## src/dcsp_regs.vh

```
// Constants for the daisy-chain shift port
`ifndef DCSP_REGS_VH
`define DCSP_REGS_VH
`define DCSP_WORD_BITS   16
`define DCSP_CNT_BITS    5
`define DCSP_FIFO_DEPTH  16
`define DCSP_FIFO_ABITS  4
`endif

```

## src/dcsp_top.v

```verilog
// Daisy-chain serial input port with word FIFO
`timescale 1ns/1ps
`include "dcsp_regs.vh"

// ---------------------------------------------------------------
// Word FIFO
// ---------------------------------------------------------------
module dcsp_fifo #(
  parameter WIDTH = 16,
  parameter DEPTH = 16,
  parameter ABITS = 4
) (
  input  wire             ref_clk,
  input  wire             sys_rst,
  input  wire [WIDTH-1:0] in_data,
  input  wire             in_valid,
  output wire             in_ready,
  output wire [WIDTH-1:0] out_data,
  output wire             out_valid,
  input  wire             out_ready
);
  reg [WIDTH-1:0] mem [0:DEPTH-1];
  reg [ABITS:0]   wr_ptr_r;
  reg [ABITS:0]   rd_ptr_r;
  wire            full;
  wire            empty;
  // Extra pointer bit tells a full ring from an empty one
  assign full  = (wr_ptr_r[ABITS] != rd_ptr_r[ABITS]) &&
                 (wr_ptr_r[ABITS-1:0] == rd_ptr_r[ABITS-1:0]);
  assign empty = (wr_ptr_r == rd_ptr_r);
  assign in_ready  = !full;
  assign out_valid = !empty;
  assign out_data  = mem[rd_ptr_r[ABITS-1:0]];
  always @(posedge ref_clk) begin
    if (in_valid && !full)
      mem[wr_ptr_r[ABITS-1:0]] <= in_data;
  end

  always @(posedge ref_clk) begin
    if (sys_rst) begin
      wr_ptr_r <= {(ABITS+1){1'b0}};
      rd_ptr_r <= {(ABITS+1){1'b0}};
    end else begin
      if (in_valid && !full)
        wr_ptr_r <= wr_ptr_r + 1'b1;
      if (out_ready && !empty)
        rd_ptr_r <= rd_ptr_r + 1'b1;
    end
  end
endmodule // dcsp_fifo

// ---------------------------------------------------------------
// Shift port
// ---------------------------------------------------------------
module dcsp_top (
  input  wire        ref_clk,
  input  wire        sys_rst,
  input  wire        shift_clock,
  input  wire        frame_select_n,
  input  wire        serial_data_in,
  input  wire        chain_enable_pin,
  input  wire        load_output_registers,
  output reg         chain_data_out,
  output reg  [15:0] output_word,
  output reg         output_word_valid,
  output reg         word_overflow,
  output reg         shift_stalled
);
  reg  [2:0]  sclk_sync_r;
  reg  [1:0]  fsn_sync_r;
  reg  [1:0]  din_sync_r;
  reg  [1:0]  chain_enable_pin_sync_r;
  reg  [2:0]  load_output_registers_sync_r;
  reg         fsn_d_r;
  reg  [15:0] shift_r;
  reg  [4:0]  count_r;
  reg  [15:0] in_word_r;
  reg         push_r;
  wire        sclk_rise;
  wire        sclk_fall;
  wire        fsn;
  wire        frame_end;
  wire        ld_rise;
  wire        chained;
  wire        take_bit;
  wire        word_full;
  wire        fifo_in_ready;
  wire [15:0] fifo_out_data;
  wire        fifo_out_valid;
  wire        fifo_pop;

  // ---------------------------------------------------------------
  // Pin synchronisers
  // ---------------------------------------------------------------
  // Link clock only sampled; 160 ns period leaves 4 ref_clk per half
  // Idle reset levels keep a false edge from following reset
  always @(posedge ref_clk) begin
    if (sys_rst) begin
      sclk_sync_r <= 3'h0;
      fsn_sync_r  <= 2'h3;
      din_sync_r  <= 2'h0;
      chain_enable_pin_sync_r <= 2'h0;
      load_output_registers_sync_r <= 3'h7;
      fsn_d_r     <= 1'b1;
    end else begin
      sclk_sync_r <= {sclk_sync_r[1:0], shift_clock};
      fsn_sync_r  <= {fsn_sync_r[0], frame_select_n};
      din_sync_r  <= {din_sync_r[0], serial_data_in};
      chain_enable_pin_sync_r <= {chain_enable_pin_sync_r[0], chain_enable_pin};
      load_output_registers_sync_r <= {load_output_registers_sync_r[1:0], load_output_registers};
      fsn_d_r     <= fsn_sync_r[1];
    end
  end

  assign sclk_rise = sclk_sync_r[1] && !sclk_sync_r[2];
  assign sclk_fall = !sclk_sync_r[1] && sclk_sync_r[2];
  assign fsn       = fsn_sync_r[1];
  assign frame_end = fsn && !fsn_d_r;
  assign ld_rise   = load_output_registers_sync_r[1] && !load_output_registers_sync_r[2];
  assign chained   = chain_enable_pin_sync_r[1];
  // Count saturates at sixteen, so a long standalone frame never wraps
  assign word_full = count_r[4];
  // Gating only in standalone; chained lets every in-frame clock through
  assign take_bit  = sclk_rise && !fsn &&
                     (chained || !word_full);

  // ---------------------------------------------------------------
  // Shift register and chain output
  // ---------------------------------------------------------------
  always @(posedge ref_clk) begin
    if (sys_rst) begin
      shift_r        <= 16'h0000;
      count_r        <= 5'h00;
      chain_data_out <= 1'b0;
    end else begin
      if (take_bit) begin
        shift_r <= {shift_r[14:0], din_sync_r[1]};
        if (!word_full)
          count_r <= count_r + 5'h01;
      end
      if (frame_end)
        count_r <= 5'h00;
      // Oldest bit after fall; holds a full period so both edges see it
      if (!chained)
        chain_data_out <= 1'b0;
      else if (sclk_fall && !fsn)
        chain_data_out <= shift_r[15];
    end
  end

  // ---------------------------------------------------------------
  // Frame update and FIFO feed
  // ---------------------------------------------------------------
  // Update needs a full word; short frames are dropped
  // Lost word stays flagged until reset; nothing else clears it
  always @(posedge ref_clk) begin
    if (sys_rst) begin
      in_word_r     <= 16'h0000;
      push_r        <= 1'b0;
      word_overflow <= 1'b0;
      shift_stalled <= 1'b0;
    end else begin
      push_r        <= 1'b0;
      shift_stalled <= !fifo_in_ready;
      if (frame_end && word_full) begin
        in_word_r <= shift_r;
        if (fifo_in_ready)
          push_r <= 1'b1;
        else
          word_overflow <= 1'b1;
      end
    end
  end

  dcsp_fifo #(
    .WIDTH (`DCSP_WORD_BITS),
    .DEPTH (`DCSP_FIFO_DEPTH),
    .ABITS (`DCSP_FIFO_ABITS)
  ) u_fifo (
    .ref_clk   (ref_clk),
    .sys_rst   (sys_rst),
    .in_data   (in_word_r),
    .in_valid  (push_r),
    .in_ready  (fifo_in_ready),
    .out_data  (fifo_out_data),
    .out_valid (fifo_out_valid),
    .out_ready (fifo_pop)
  );

  // ---------------------------------------------------------------
  // Output register load
  // ---------------------------------------------------------------
  // One queued word moves per load strobe, so all chained parts align
  assign fifo_pop = ld_rise && fifo_out_valid;

  always @(posedge ref_clk) begin
    if (sys_rst) begin
      output_word       <= 16'h0000;
      output_word_valid <= 1'b0;
    end else begin
      output_word_valid <= 1'b0;
      if (fifo_pop) begin
        output_word       <= fifo_out_data;
        output_word_valid <= 1'b1;
      end
    end
  end
endmodule // dcsp_top

```

## config.mk

```make
export PLATFORM = sky130hd
export DESIGN_NAME = dcsp_top
export DESIGN_NICKNAME = d
export VERILOG_FILES = /design/src/dcsp_top.v
export VERILOG_INCLUDE_DIRS = /design/src
export SDC_FILE = /design/constraint.sdc
export NUM_CORES = 1
export LEC_CHECK = 0
export ABC_AREA = 1
export BUFFER_PORTS_ARGS = -buffer_cell sky130_fd_sc_hd__buf_2
export CAP_MARGIN = 0
export CORE_ASPECT_RATIO = 0.9
export CORE_UTILIZATION = 39
export CTS_CLUSTER_SIZE = 16
export DETAILED_ROUTE_END_ITERATION = 10
export SLEW_MARGIN = 20
export SYNTH_ARGS = -nofsm -noshare
export SYNTH_HDL_FRONTEND = slang
export SYNTH_SLANG_ARGS = --single-unit
export TNS_END_PERCENT = 20
```

## constraint.sdc

```tcl
create_clock -name ref_clk -period 2.23 [get_ports ref_clk]
set_input_delay 0.3345 -clock ref_clk [delete_from_list [all_inputs] [get_ports ref_clk]]
set_output_delay 0.3345 -clock ref_clk [all_outputs]
set_load 0.01 [all_outputs]
```

==> metrics <==
Sw Ratio 19.3%; initial antenna violation count 0; type of the most critical hold path input port to flop; Crit Reg-Reg Startpoint u_fifo.wr_ptr_r[0]; Yosys reg bits 337; Clk network pwr share 47.2%; Vias/cell 4.89; commonest non-fill, non-tap cells in the layout nand2_1, edfxtp_1, nor2_1; combinational power share 0.4%; area of the multi-input gates 3530 sq um; Total GRT Usage 18.6%; H-tree levels 2; Max Fclk 0.476 GHz; final wirelength 33300 um; minimum clock period 2.10 ns; max-cap violations 0; PwrDens 799 nW/um^2; full die area 36300 sq um; Crit Path Category flop to flop; Int Power 0.0103 W; endpoints failing hold 0; Core Util, Final 45.6%; Seq/Total Area, Yosys 67.2%; Ys Warns 0; commonest non-fill, non-tap cell in the layout nand2_1; share of flip-flops with an asynchronous set or reset 0%; worst setup path startpoint u_fifo.wr_ptr_r[0]; Worst EP arrival 2.32 ns; Worst Path Required 2.45 ns; ys flop type edfxtp_1; number of global-route vias before repair 9048; IO Port Bufs 26; row count 65; Syn-to-layout area delta 15.3%; Synth cell types 32; Antenna diodes 0; sequential power share 52.3%; core area 35000 sq um; Remaining DRCs 0; Pleak 6.70 nW; CP Launch Type flop; period utilisation layout 94.2%; Worst Path Max Fanout 13; skew final 0.0211 ns; TritonCTS Sinks 337; final setup fails 0; initial DRC count 793; Slew Limit Fails 0; via count 9481; DRT antenna net count 0; P_sw 0.00246 W; first-pass GRT wire length 51400 um; outcome completed; gr ovfl total 0; Final nets 1453; R2R Setup Slk 0.13 ns; Max clock buf depth 3; TritonCTS Buffers 37; Peak VDD IR 465 uV; mapped cell area 13800 sq um; Initial Util 39.6%; Critical Path End Type flop; num ports 27; sequential cell area 9320 sq um; EDFF count, synth 256; First-pass DRT Iterations 5; clk_lat worst skew 0.52 ns; Worst Max-Slew Pin Slew 0.787 ns; CTS tree yes; die width 201 um; Post-CTS Setup Repair Bufs 0; RSZ-0062 raised after global routing false; drt wl/cell 17.2 um; fillers 3259; final setup margin 0.130 ns; Clock transition at path regs 0.06 ns; worst hold margin 0.0202 ns; Rel. slew slack 47.4%; largest net degree at the start of global routing 130; Avg Inst Size Synth 9.88 sq um; Worst setup endpoint u_fifo.mem[1][4]; Worst R2R Path Depth 10; DP Worst Slack 0.163 ns; Crit Reg-Reg Endpoint u_fifo.mem[1][4]; Die H 181 um; net count after synthesis 1414; post-DP HPWL 19400 um; Cells after Synth 1401; fraction of layout cells with a size suffix above 1 10.1%; global placement routability congestion 0.808; clock root cell clkbuf_16
-- final cells by class --
class / instances / area share, %
clock inverter: 19 / 1.13
clock buffer: 48 / 6.45
multi-input combinational: 807 / 22.1
timing repair buffer: 66 / 3.77
tap: 469 / 3.68
inverter: 191 / 4.50
sequential: 337 / 58.4
-- stage by stage --
step / power [W] / area (sq um) / setup TNS [ns] / std cells
3_5_place_dp: 0.00686 / 14700 / 0 / 1868
6_report: 0.0128 / 16000 / 0 / 1937
2_1_floorplan: 0.00684 / 13800 / -27.84 / 1401
3_3_place_gp: 0.00686 / 14700 / 0 / 1868
4_1_cts: 0.0129 / 16000 / 0 / 1937
5_1_grt: 0.0131 / 16000 / 0 / 1937
-- worst min-delay path by stage --
| stage | start | end | slack (ns) | depth (start not counted) |
|---|---|---|---|---|
| after global placement | load_output_registers_sync_r[0] | load_output_registers_sync_r[1] | 0.39 | 1 |
| after global routing | chain_enable_pin | chain_enable_pin_sync_r[0] | 0.02 | 3 |
| after CTS | shift_clock | sclk_sync_r[0] | 0.009 | 3 |
| after detailed placement | din_sync_r[0] | din_sync_r[1] | 0.40 | 2 |
| after floorplan | chain_enable_pin_sync_r[0] | chain_enable_pin_sync_r[1] | 0.39 | 2 |
| final | shift_clock | sclk_sync_r[0] | 0.02 | 3 |
-- timing repair --
item / in CTS / in global routing
endpoints found under the hold margin: 2 / 0
setup endpoints to repair: 0 / 11
gates resized for setup: 0 / 2
hold buffers: 2 / 0
-- layer usage --
layer  part of all wire (%)  up-vias  wire length [um]  track usage, %
li1                       -     4604                 -               -
met1                     45     4535             14900            25.3
met2                     47      288             15500            30.6
met3                    6.3       54              2090            2.80
met4                    2.5        0               827            5.77
met5                      0        -                 0               0
-- critical path, stage by stage (launching register included) --
cell      delay (ns)
dfxtp_1         0.37
inv_1           0.16
nand2_1         0.08
nand2_2         0.09
nor2_4          0.04
nand3b_2        0.08
nand2_1         0.16
inv_2           0.16
nand2_1         0.15
nor2_1          0.30
buf_12          0.21
-- power by group through the flow --
stage	clock [W]	sequential (W)	combinational, W
finish	0.00602	0.00667	0.0000546
global route	0.00636	0.00667	0.0000610
CTS	0.00614	0.00667	0.0000568
detailed placement	0	0.00680	0.0000540
global placement	0	0.00680	0.0000536
floorplan	0	0.00681	0.0000332
-- registers in the layout, indices dropped and copies added, names as in the netlist --
register / cells
shift_r: 16
in_word_r: 16
output_word: 16
shift_stalled: 1
din_sync_r: 2
output_word_valid: 1
count_r: 5
u_fifo.wr_ptr_r: 5
load_output_registers_sync_r: 3
word_overflow: 1
fsn_sync_r: 2
u_fifo.mem: 256
push_r: 1
u_fifo.rd_ptr_r: 5
fsn_d_r: 1
sclk_sync_r: 3
chain_enable_pin_sync_r: 2
chain_data_out: 1
-- cell families after synthesis --
kind of cell | Yosys count | synth area share (%)
flip-flops | 337 | 67.2
AO/OA/AOI/OAI | 131 | 4.78
AND/OR/NAND/NOR | 663 | 19.6
adder cells (fa/ha/maj) | 6 | 0.542
buffers and inverters | 257 | 7.43
XOR/XNOR | 7 | 0.443
-- cells in the mapped netlist, types with 2 or more instances --
cell type | number | area share [%]
or2_2 | 4 | 0.18
buf_4 | 3 | 0.16
dfxtp_1 | 81 | 12
inv_2 | 7 | 0.19
clkbuf_1 | 27 | 0.73
nand2_2 | 3 | 0.14
nand3_1 | 125 | 4.5
buf_1 | 9 | 0.24
xor2_1 | 4 | 0.25
nor2_1 | 220 | 6.0
nand2_1 | 302 | 8.2
xnor2_1 | 3 | 0.19
buf_2 | 24 | 0.87
edfxtp_1 | 256 | 56
clkinv_1 | 3 | 0.081
buf_6 | 3 | 0.24
a21oi_1 | 42 | 1.5
inv_1 | 181 | 4.9
ha_1 | 6 | 0.54
o21ai_1 | 2 | 0.072
o21ai_0 | 85 | 3.1
(Power assumes the default switching activity.)
